--- config.mk ---
export PLATFORM = sky130hd
export DESIGN_NAME = acs_top
export DESIGN_NICKNAME = d
export VERILOG_FILES = /design/src/acs_pkg.sv /design/src/acs_clk_div.sv /design/src/acs_edge.sv /design/src/acs_top.sv
export VERILOG_INCLUDE_DIRS = /design/src
export SDC_FILE = /design/constraint.sdc
export NUM_CORES = 1
export LEC_CHECK = 0
export BUFFER_PORTS_ARGS = -buffer_cell sky130_fd_sc_hd__buf_4
export CAP_MARGIN = 20
export CORE_MARGIN = 5
export CORE_UTILIZATION = 25
export DETAILED_ROUTE_END_ITERATION = 16
export GPL_ROUTABILITY_DRIVEN = 0
export HOLD_SLACK_MARGIN = 0.08
export SYNTH_ARGS = -nofsm -noshare
export SYNTH_HDL_FRONTEND = slang
export SYNTH_SLANG_ARGS = --single-unit
--- constraint.sdc ---
create_clock -name clk -period 2.37 [get_ports clk]
set_input_delay 0.237 -clock clk [delete_from_list [all_inputs] [get_ports clk]]
set_output_delay 0.237 -clock clk [all_outputs]
set_load 0.02 [all_outputs]
--- src/acs_cfg.svh ---
// Offsets, field positions, reset values and timing counts of the converter control block.
// Assumes a 200 MHz system clock and a byte-addressed register port.
`ifndef ACS_CFG_SVH
`define ACS_CFG_SVH

// Register map.
`define ACS_ADDR_W        8
`define ACS_REG_CTRL      8'h00
`define ACS_REG_STAT      8'h04
`define ACS_CTRL_RESET    16'h0600
`define ACS_CTRL_WMASK    16'h1FFF

// Control word fields.
`define ACS_CLK_HI        12
`define ACS_CLK_LO        10
`define ACS_ACQ_HI        9
`define ACS_ACQ_LO        8
`define ACS_START_BIT     7
`define ACS_BUSY_EN_BIT   6
`define ACS_POWER_BIT     5
`define ACS_MODE_HI       4
`define ACS_MODE_LO       3
`define ACS_TYPE_HI       2
`define ACS_TYPE_LO       0

// Divider terminal counts, one less than the division ratio.
`define ACS_TERM_DIV1     5'h00
`define ACS_TERM_DIV2     5'h01
`define ACS_TERM_DIV4     5'h03
`define ACS_TERM_DIV8     5'h07
`define ACS_TERM_DIV16    5'h0F
`define ACS_TERM_DIV32    5'h1F

// Acquisition lengths in converter clocks.
`define ACS_ACQ_CLKS_0    5'h02
`define ACS_ACQ_CLKS_1    5'h04
`define ACS_ACQ_CLKS_2    5'h08
`define ACS_ACQ_CLKS_3    5'h10

// Bit trials plus write-back, in converter clocks.
`define ACS_CONV_CLKS     5'h13
`define ACS_ONE           5'h01

// Power-up settling time.
`define ACS_SETTLE_NS     5000
`define ACS_CLK_PERIOD_NS 5
`define ACS_SETTLE_CYC    11'((`ACS_SETTLE_NS + `ACS_CLK_PERIOD_NS - 1) / `ACS_CLK_PERIOD_NS)

`endif

--- src/acs_pkg.sv ---
// Types shared by the converter control block.
// Assumes acs_cfg.svh carries every numeric constant.
package acs_pkg;

  // Conversion trigger source codes.
  typedef enum logic [2:0] {
    ACS_TRIG_PIN    = 3'b000,
    ACS_TRIG_TIMER_ONE_TRIGGER = 3'b001,
    ACS_TRIG_TIMER_ZERO_TRIGGER = 3'b010,
    ACS_TRIG_SINGLE = 3'b011,
    ACS_TRIG_CONT   = 3'b100,
    ACS_TRIG_LOGIC  = 3'b101
  } acs_trig_t;

  // Input configuration codes.
  typedef enum logic [1:0] {
    ACS_MODE_SINGLE = 2'b00,
    ACS_MODE_DIFF   = 2'b01,
    ACS_MODE_PSEUDO = 2'b10,
    ACS_MODE_RSVD   = 2'b11
  } acs_mode_t;

  // Conversion sequencer states.
  typedef enum logic [1:0] {
    ACS_ST_IDLE = 2'b00,
    ACS_ST_ACQ  = 2'b01,
    ACS_ST_CONV = 2'b10
  } acs_state_t;

endpackage

--- src/acs_clk_div.sv ---
// Converter clock divider: a one-cycle enable every N system clocks.
// Assumes div_code is a registered control field.
`timescale 1ns/100ps
`include "acs_cfg.svh"
module acs_clk_div (
  // Clock and reset.
  input  wire logic       clk,
  input  wire logic       srst,
  // Divider select and tick out.
  input  wire logic [2:0] div_code,
  output logic            tick
);
  import acs_pkg::*;

  logic [4:0] cnt;
  logic [4:0] next_cnt;
  logic       next_tick;
  logic [4:0] term;

  // Codes above 101 are undefined; they fall back to the slowest ratio.
  always_comb begin
    case (div_code)
      3'h0:    term = `ACS_TERM_DIV1;
      3'h1:    term = `ACS_TERM_DIV2;
      3'h2:    term = `ACS_TERM_DIV4;
      3'h3:    term = `ACS_TERM_DIV8;
      3'h4:    term = `ACS_TERM_DIV16;
      default: term = `ACS_TERM_DIV32;
    endcase
  end

  // A ratio change mid-count never overshoots since the compare is greater-or-equal.
  always_comb begin
    next_tick = (cnt >= term);
    next_cnt  = next_tick ? 5'h00 : cnt + `ACS_ONE;
  end

  always_ff @(posedge clk) begin
    if (srst) begin
      cnt  <= 5'h00;
      tick <= 1'b0;
    end else begin
      cnt  <= next_cnt;
      tick <= next_tick;
    end
  end

endmodule

--- src/acs_edge.sv ---
// Rising-edge detector for the four trigger inputs.
// Assumes inputs are synchronous to clk; output pulses lag the edge by one cycle.
`timescale 1ns/100ps
module acs_edge (
  // Clock and reset.
  input  wire logic       clk,
  input  wire logic       srst,
  // Levels in, one-cycle pulses out.
  input  wire logic [3:0] level,
  output logic      [3:0] rise
);
  import acs_pkg::*;

  logic [3:0] prev;
  logic [3:0] next_rise;

  // Edge is new level against the previous sample.
  always_comb begin
    next_rise = level & ~prev;
  end

  always_ff @(posedge clk) begin
    if (srst) begin
      prev <= 4'h0;
      rise <= 4'h0;
    end else begin
      prev <= level;
      rise <= next_rise;
    end
  end

endmodule

--- src/acs_top.sv ---
// Control word, trigger selection and conversion sequencer for a 12-bit converter.
// Assumes a 200 MHz clock, synchronous triggers and a simple strobe register port.
// Assumes software waits out the power-up settling time before trusting results.
`timescale 1ns/100ps
`include "acs_cfg.svh"

module acs_top (
  // Clock and reset.
  input  wire logic                   clk,
  input  wire logic                   srst,
  // Register port.
  input  wire logic [`ACS_ADDR_W-1:0] reg_addr,
  input  wire logic [15:0]            reg_wdata,
  input  wire logic                   reg_wr,
  input  wire logic                   reg_rd,
  output logic      [15:0]            reg_rdata,
  // Trigger sources.
  input  wire logic                   conversion_start_pin,
  input  wire logic                   timer_zero_trigger,
  input  wire logic                   timer_one_trigger,
  input  wire logic                   logic_array_trigger,
  // Analog core control.
  output logic                        converter_base_clock_tick,
  output logic                        power_up,
  output acs_pkg::acs_mode_t          input_mode,
  output logic                        sample_hold,
  output logic                        conversion_active,
  output logic                        result_write,
  // Busy pin.
  output logic                        converter_busy_pin_out,
  output logic                        converter_busy_pin_oe
);
  import acs_pkg::*;

  // Control word, sequencer state and counters.
  logic [15:0] converter_control;
  logic [15:0] next_converter_control;
  acs_state_t  state;
  acs_state_t  next_state;
  logic [4:0]  cnt;
  logic [4:0]  next_cnt;
  logic        cont_run;
  logic        next_cont_run;
  logic [10:0] settle_cnt;
  logic [10:0] next_settle_cnt;
  // Next values of the registered outputs.
  logic [15:0] next_reg_rdata;
  logic        next_sample_hold;
  logic        next_conversion_active;
  logic        next_result_write;
  logic        next_busy_out;
  // Strobes and decoded fields passed between processes.
  logic [3:0]  trig_rise;
  logic        tick;
  logic        start_req;
  logic        launch;
  logic        done;
  logic [2:0]  trig_type;
  logic        start_en;
  logic        powered;
  logic        settled;

  // Acquisition length in converter clocks for a field code.
  // The sequencer loads one less, since it counts down to zero.
  function automatic logic [4:0] acq_clocks(input logic [1:0] code);
    case (code)
      2'h0:    acq_clocks = `ACS_ACQ_CLKS_0;
      2'h1:    acq_clocks = `ACS_ACQ_CLKS_1;
      2'h2:    acq_clocks = `ACS_ACQ_CLKS_2;
      default: acq_clocks = `ACS_ACQ_CLKS_3;
    endcase
  endfunction

  // True when a register strobe hits the given offset.
  function automatic logic hit(input logic [`ACS_ADDR_W-1:0] addr,
                               input logic [`ACS_ADDR_W-1:0] offset);
    hit = (addr == offset);
  endfunction

  // Converter clock enable; every sequencer count advances on it.
  // A ratio change takes effect within one new period; no restart is needed.
  acs_clk_div u_div (
    .clk      (clk),
    .srst     (srst),
    .div_code (converter_control[`ACS_CLK_HI:`ACS_CLK_LO]),
    .tick     (tick)
  );

  // Edge detect on the external trigger levels.
  // Only rising edges count, so a source held high starts one conversion, not many.
  acs_edge u_edge (
    .clk   (clk),
    .srst  (srst),
    .level ({logic_array_trigger, timer_zero_trigger,
             timer_one_trigger, conversion_start_pin}),
    .rise  (trig_rise)
  );

  // Decoded control fields.
  // Named views of the control word keep the processes below readable.
  always_comb begin
    trig_type = converter_control[`ACS_TYPE_HI:`ACS_TYPE_LO];
    start_en  = converter_control[`ACS_START_BIT];
    powered   = converter_control[`ACS_POWER_BIT];
    settled   = (settle_cnt == `ACS_SETTLE_CYC);
  end

  // Trigger source selection; undefined codes never start a conversion.
  // Software types request a start from the code itself and need no edge.
  always_comb begin
    case (trig_type)
      ACS_TRIG_PIN:    start_req = trig_rise[0];
      ACS_TRIG_TIMER_ONE_TRIGGER: start_req = trig_rise[1];
      ACS_TRIG_TIMER_ZERO_TRIGGER: start_req = trig_rise[2];
      ACS_TRIG_SINGLE: start_req = 1'b1;
      ACS_TRIG_CONT:   start_req = 1'b1;
      ACS_TRIG_LOGIC:  start_req = trig_rise[3];
      default:         start_req = 1'b0;
    endcase
  end

  // Starts only from idle, so a trigger mid-conversion is simply lost.
  // Power gates the launch too, so a sleeping core sees at most one cycle of sample strobe.
  always_comb begin
    launch = (state == ACS_ST_IDLE) && powered &&
             ((start_en && start_req) ||
              (cont_run && trig_type == ACS_TRIG_CONT));
  end

  // Continuous run survives a cleared start enable until the type changes.
  // Power-down ends the run as well, so waking the core never restarts it unasked.
  always_comb begin
    next_cont_run = cont_run;
    if (launch && trig_type == ACS_TRIG_CONT) begin
      next_cont_run = 1'b1;
    end
    if (trig_type != ACS_TRIG_CONT || !powered) begin
      next_cont_run = 1'b0;
    end
  end

  // Sequencer: acquisition, then bit trials and write-back, counted in converter clocks.
  // At divide by one with two acquisition clocks: the launch cycle loads the count,
  // two ticks later the bit trials begin, and nineteen ticks after that the
  // sequencer returns to idle as the result strobe goes out.
  // Counting down to zero lets both phases share one comparator.
  // Every count waits for a converter clock tick, so the divider sets the pace.
  always_comb begin
    next_state = state;
    next_cnt   = cnt;
    done       = 1'b0;
    case (state)
      ACS_ST_IDLE: begin
        if (launch) begin
          next_state = ACS_ST_ACQ;
          next_cnt   = acq_clocks(converter_control[`ACS_ACQ_HI:`ACS_ACQ_LO]) - `ACS_ONE;
        end
      end
      ACS_ST_ACQ: begin
        if (tick) begin
          if (cnt == 5'h00) begin
            next_state = ACS_ST_CONV;
            next_cnt   = `ACS_CONV_CLKS - `ACS_ONE;
          end else begin
            next_cnt = cnt - `ACS_ONE;
          end
        end
      end
      ACS_ST_CONV: begin
        if (tick) begin
          if (cnt == 5'h00) begin
            next_state = ACS_ST_IDLE;
            done       = 1'b1;
          end else begin
            next_cnt = cnt - `ACS_ONE;
          end
        end
      end
      default: begin
        next_state = ACS_ST_IDLE;
        next_cnt   = 5'h00;
      end
    endcase
    // Powering down abandons a conversion without a result.
    // The core is powered down though its clock tick keeps running, so a half-done result would be garbage.
    if (!powered) begin
      next_state = ACS_ST_IDLE;
      next_cnt   = 5'h00;
      done       = 1'b0;
    end
  end

  // Control word: software write, else hardware reverting a finished single conversion.
  // A write in the same cycle as the revert wins, since it carries a newer command.
  // Bits above the clock field read as zero, since the write mask drops them.
  // A write with the reserved input mode still takes every other field.
  always_comb begin
    next_converter_control = converter_control;
    if (reg_wr && hit(reg_addr, `ACS_REG_CTRL)) begin
      next_converter_control = reg_wdata & `ACS_CTRL_WMASK;
      if (reg_wdata[`ACS_MODE_HI:`ACS_MODE_LO] == ACS_MODE_RSVD) begin
        // The reserved code is refused; the previous input mode stays.
        // The core therefore never sees an undefined input switch setting.
        next_converter_control[`ACS_MODE_HI:`ACS_MODE_LO] =
          converter_control[`ACS_MODE_HI:`ACS_MODE_LO];
      end
    end else if (done && trig_type == ACS_TRIG_SINGLE) begin
      next_converter_control[`ACS_TYPE_HI:`ACS_TYPE_LO] = ACS_TRIG_PIN;
    end
  end

  // Settling timer after power-up, visible to software in the status word.
  // The count stops at its end value, so it cannot wrap and report unsettled later.
  // Nothing in the sequencer waits on it; it only informs software.
  always_comb begin
    next_settle_cnt = settle_cnt;
    if (!powered) begin
      next_settle_cnt = 11'h000;
    end else if (!settled) begin
      next_settle_cnt = settle_cnt + 11'h001;
    end
  end

  // Read data stand only in the cycle after the strobe.
  // Unmapped offsets and idle cycles give zero, which keeps the bus mux simple.
  always_comb begin
    next_reg_rdata = 16'h0000;
    if (reg_rd) begin
      if (hit(reg_addr, `ACS_REG_CTRL)) begin
        next_reg_rdata = converter_control;
      end else if (hit(reg_addr, `ACS_REG_STAT)) begin
        next_reg_rdata = {11'h000, settled, cont_run, state, (state != ACS_ST_IDLE)};
      end
    end
  end

  // Core and pin outputs are registered copies of the next state; the clock tick copies the divider's present tick.
  // Taking them from next values costs some logic depth but saves a cycle of lag.
  // The busy pin follows its enable bit at once, even in mid-conversion.
  always_comb begin
    next_sample_hold       = (next_state == ACS_ST_ACQ);
    next_conversion_active = (next_state != ACS_ST_IDLE);
    next_result_write      = done;
    next_busy_out          = next_converter_control[`ACS_BUSY_EN_BIT] &&
                             (next_state != ACS_ST_IDLE);
  end

  // All state and every output register load here, so every pin leaves a flip-flop.
  // Reset is synchronous, so it needs at least one clock edge while held high.
  always_ff @(posedge clk) begin
    if (srst) begin
      converter_control         <= `ACS_CTRL_RESET;
      state                     <= ACS_ST_IDLE;
      cnt                       <= 5'h00;
      cont_run                  <= 1'b0;
      settle_cnt                <= 11'h000;
      reg_rdata                 <= 16'h0000;
      sample_hold               <= 1'b0;
      conversion_active         <= 1'b0;
      result_write              <= 1'b0;
      converter_busy_pin_out    <= 1'b0;
      converter_busy_pin_oe     <= 1'b0;
      power_up                  <= 1'b0;
      input_mode                <= ACS_MODE_SINGLE;
      converter_base_clock_tick <= 1'b0;
    end else begin
      converter_control         <= next_converter_control;
      state                     <= next_state;
      cnt                       <= next_cnt;
      cont_run                  <= next_cont_run;
      settle_cnt                <= next_settle_cnt;
      reg_rdata                 <= next_reg_rdata;
      sample_hold               <= next_sample_hold;
      conversion_active         <= next_conversion_active;
      result_write              <= next_result_write;
      converter_busy_pin_out    <= next_busy_out;
      converter_busy_pin_oe     <= next_converter_control[`ACS_BUSY_EN_BIT];
      power_up                  <= next_converter_control[`ACS_POWER_BIT];
      input_mode                <= acs_mode_t'(next_converter_control[`ACS_MODE_HI:`ACS_MODE_LO]);
      converter_base_clock_tick <= tick;
    end
  end

endmodule

## Word-level counts from Yosys, hierarchy flattened

Index checks and enable logic that the tools add are counted.

| word-level totals | value |
|---|---|
| flip-flop bits (word level) | 71 |
| input bits | 32 |
| output and inout bits | 25 |
| logic and storage cells | 107 |

| operators by class | value |
|---|---|
| add/sub/neg operators | 4 |
| magnitude comparators | 1 |
| eq/ne operators | 22 |
| muxes and demuxes | 28 |
| bitwise gates (word level) | 4 |
| reductions and logical operators | 27 |

Operator list:

| cell | number |
|---|---|
| $mux W5 | 8 |
| $pmux W5 S3 | 2 |
| $pmux W5 S5 | 1 |
| $mux W2 | 7 |
| $mux W13 | 1 |
| $eq A3 B2 Y1 const B | 4 |
| $add A11 B1 Y11 const B | 1 |
| $eq A11 B10 Y1 const B | 1 |
| $reduce_or A2 Y1 | 5 |
| $sub A5 B1 Y5 const B | 2 |
| $eq A3 B3 Y1 const B | 3 |
| $eq A8 B3 Y1 const B | 1 |
| $logic_and A1 B1 Y1 | 8 |
| $logic_not A8 Y1 | 1 |
| $eq A2 B1 Y1 const B | 3 |
| $eq A2 B2 Y1 const B | 3 |
| $eq A3 B1 Y1 const B | 2 |
| $logic_not A3 Y1 | 2 |
| $mux W3 | 2 |
| $pmux W2 S3 | 1 |
| $reduce_bool A2 Y1 | 3 |
| $add A5 B1 Y5 const B | 1 |
| $ge A5 B5 Y1 | 1 |
| $logic_not A5 Y1 | 1 |
| 14 further kinds | 22 |

## Longest topological paths before layout

| logic depth | value |
|---|---|
| word-level depth | 11 |
| mapped depth | 7 |
| gate-level depth less buffers | 7 |

## Hierarchy

From an unflattened synthesis, not the netlist that was laid out.

| unflattened totals | value |
|---|---|
| cells, all modules | 294 |
| area, all modules | 2753.9 µm² |

By module, submodules not included:

| module | instances | cells each | area each (µm²) | sequential area each (µm²) |
|---|---|---|---|---|
| acs_top | 1 | 240 | 2183.3 | 1001.0 |
| acs_clk_div | 1 | 38 | 350.3 | 120.1 |
| acs_edge | 1 | 16 | 220.2 | 160.2 |

## Least setup slack after synthesis

No wires, ideal clock.

| timing | value |
|---|---|
| kind | reg2reg |
| from | reg converter_control[12] |
| to | reg u_div.cnt[0] |
| setup time | 0.115 ns |
| arrival | 1.974 ns |
| data required time | 2.255 ns |
| path slack | 0.282 ns |
| cell stages (with the launch flop) | 8 |
| path buffers | 0 |
| clock period less this slack | 2.088 ns |
| cells stage by stage | dfxtp_1 -> or3_1 -> ha_1 -> nand2b_1 -> a21o_1 -> a21o_1 -> a21o_1 -> a2111oi_0 |

| on the way | value |
|---|---|
| word-level cells in the longest chain between the ends | 4 |
| elaborated cells between the ends (all ways) | 8 |
| those cells by class | 1 x order compare; 4 x eq/ne; 1 x mux; 2 x reduce/logical |

RTL lines:

| element | line | RTL |
|---|---|---|
| start: declaration | acs_top.sv:36 | `logic [15:0] converter_control;` |
| start signal: assignment | acs_top.sv:252 | `` converter_control <= `ACS_CTRL_RESET; `` |
| start signal: assignment | acs_top.sv:267 | `converter_control <= next_converter_control;` |
| $eq A3 B3 Y1, or another cell as far along | acs_clk_div.sv:22 | `case (div_code)` |
| $pmux W5 S5 (*) | acs_clk_div.sv:22 |  |
| $ge A5 B5 Y1 (*) | acs_clk_div.sv:34 | `next_tick = (cnt >= term);` |
| $reduce_or A2 Y1 (no source line) (*) | - |  |
| end signal: assignment | acs_clk_div.sv:43 | `cnt <= next_cnt;` |
| end: declaration | acs_clk_div.sv:15 | `logic [4:0] cnt;` |

Every way passes the cells marked *; elsewhere a longest branch is shown, timed or not.
A chain may end at the register's enable or synchronous reset.

## Worst setup path after layout

Same ends and word-level chain as after synthesis.

==> metrics <==
row count 38; vias post-DR 2205; Reg2Reg Launch Point converter_control[12]; CP Cell Sequence or3_1 -> ha_1 -> nand2b_1 -> a21o_1 -> a21o_1 -> a21o_1 -> a2111oi_0; DR iter-0 viols 138; number of port buffers 50; crit share post-route 95.1%; Reg clk slew, reported paths 0.07 ns; mapped cell area 2740 µm²; fin nets 391; Final Skew 0.00769 ns; Hold Crit Class primary input to flip-flop; setup repair bufs after CTS 0; Peak Freq 444 MHz; number of global-route vias before repair 2188; min cycle time layout 2.25 ns; sequential area share after synthesis 46.7%; Worst Max-Slew Pin Slew 0.610 ns; Top FF cell, synth dfxtp_1; register bit total from synthesis 64; Routed WL 6090 µm; Critical Path RT 2.59 ns; Die X 115 µm; Pwr Density 655 nW/µm²; Hold Vio Cnt, Final 0; Finish-stage setup viols 0; gr ovfl total 0; RSZ-0062 raised after global routing yes; first-pass GRT wire length 10600 µm; Avg Cell Area, Syn 9.27 µm²; warnings from Yosys 0; die span in y 115 µm; total core area 10800 µm²; post-route ant nets 0; Worst path top cell family by delay compound AO/OA/AOI/OAI gates; Antenna Cells 0; Post-synth EDFFs 0; drt via density 4.45; First-pass DRT Iterations 4; layout cells sized above 1 23.4%; CP Data Arrival Time 2.47 ns; leakage 1.34 nW; Fill cells 1139; hold buffers post-CTS 0; status finished, final reports clean; largest net degree at the start of global routing 30; startpoint types flip-flop; CP endpoint kind flip-flop; worst setup margin 0.117 ns; post-CTS sizing 0; worst vdd ir 0.306 mV; post-DP HPWL 4640 µm; CTS Buf Count 9; DR WL/cell 12.3 µm; crit path max fanout 7; fin. max-slew vios 0; CP Launch Point converter_control[12]; most frequent CP cell a21o_1; number of cells on the critical path 7; Setup CP Type flip-flop to flip-flop; worst-skew pair later-pin latency 0.34 ns; r2r endpoint u_div.cnt[0]; CTS root buffer clkbuf_8; CP bufs+invs 0; CP endpoint u_div.cnt[0]; clk sinks 64; DRC violation count after routing 0; Cell variety after synth 53; initial antenna violation count 0; Die ar. 13200 µm²; Starting Density 25.4%; Layout area overhead 26.2%; worst-case clock buffer depth 2; max incr delay on CP 0.40 ns; max capacitance violation total 0; DP Worst Slack 0.0928 ns; H-tree depth 3; GRT Util Overall 10.1%; cells after synthesis 296; CTS tree built; worst reg2reg path depth 7; FF-to-FF setup slack 0.12 ns; Async SR Flop Fraction 0%; # IOs 57; crit path max-delay cell type a2111oi_0; Slew headroom 59.0%; setup TNS 0 ns; total power 0.00227 W
==> sequential cells by signal, indices dropped and copies added, names as in the netlist, 2 cells and up <==
signal and cells:
u_div.cnt 5, u_edge.rise 4, u_edge.prev 4, converter_control 11
cnt 5, state 2, settle_cnt 11, reg_rdata 13
==> placed cells by master, fill, tap and decap left out, types with 4 or more instances in the layout <==
cell type and count:
a2111oi_0 5, a21oi_1 16, a22o_1 5, and2_1 9, and3_1 4, buf_4 55, clkbuf_8 10, dfxtp_1 64
ha_1 9, inv_1 11, mux2i_1 4, nand2_1 27, nand2b_1 8, nand3_1 12, nor2_1 26, nor2b_1 12
nor3_1 6, o21ai_0 8, xnor2_1 4, xor2_1 7
==> worst reg2reg max path, delay by kind of cell (launching register included) <==
kind / cells / cell delay, ns
AND/OR/NAND/NOR: 2 / 0.52
flip-flops: 1 / 0.36
AO/OA/AOI/OAI: 4 / 0.97
adder cells (fa/ha/maj): 1 / 0.29
==> synth_stat cells (4+ instances only) <==
cell	n	share of area (%)
a2111oi_0	5	1.6
a21oi_1	16	2.9
a22o_1	5	1.6
and2_1	9	2.1
and3_1	4	0.91
buf_4	5	1.4
clkbuf_1	6	0.82
dfxtp_1	64	47
ha_1	9	4.1
inv_1	11	1.5
mux2i_1	4	1.5
nand2_1	27	3.7
nand2b_1	8	1.8
nand3_1	12	2.2
nor2_1	26	3.6
nor2b_1	12	2.7
nor3_1	6	1.1
o21ai_0	8	1.5
xnor2_1	4	1.3
xor2_1	7	2.2
==> per-layer routing <==
layer	GRT usage, %	share of wire (%)
met5	0	0
met4	3.44	1.2
met3	3.53	4.4
met2	15.1	45
met1	13.6	49
==> report_power, final <==
| group | switching (W) | internal, W |
|---|---|---|
| combinational | 0.000101 | 0.000115 |
| clock | 0.000405 | 0.000512 |
| sequential | 0.0000278 | 0.00111 |
==> area by class of cell <==
type | instances | area, µm² | area share (%)
clock buffers | 11 | 141 | 4.08
repair buffers | 55 | 413 | 11.9
clock inverters | 5 | 56.3 | 1.63
multi-input cells | 209 | 1350 | 39.1
flip-flops and latches | 64 | 1280 | 37.0
inverters | 11 | 41.3 | 1.19
well taps | 140 | 175 | 5.06
==> worst min-delay path by stage <==
| stage | from | endpoint | cells past startpoint |
|---|---|---|---|
| finish | reg_wdata[9] | converter_control[9] | 3 |
| global route | reg_wdata[9] | converter_control[9] | 3 |
| CTS | reg_wdata[9] | converter_control[9] | 3 |
| detailed placement | u_edge.prev[2] | u_edge.rise[2] | 1 |
| global placement | u_edge.prev[2] | u_edge.rise[2] | 1 |
| floorplan | reg_wdata[10] | converter_control[10] | 2 |
==> cells by family after synthesis <==
group                      share of synthesized area (%)
xor gates and xnor gates                            3.51
adders and majority gates                           4.10
other                                              0.137
DFF                                                 46.7
buffers and inverters                               4.24
AOI/OAI and AO/OA                                   13.9
and+or+nand+nor                                     25.6
muxes                                               1.87
==> per-stage QoR <==
| step | hold slack, ns | area, µm² | util [%] | cells |
|---|---|---|---|---|
| detailed placement | 0.373 | 3260 | 30.2 | 479 |
| finish | 0.111 | 3460 | 32.1 | 495 |
| CTS | 0.0893 | 3460 | 32.1 | 495 |
| floorplan | 0.359 | 2750 | - | 298 |
| global route | 0.0925 | 3460 | 32.1 | 495 |
| global placement | 0.372 | 3260 | 30.2 | 479 |
Power figures use the tool's default switching activity.
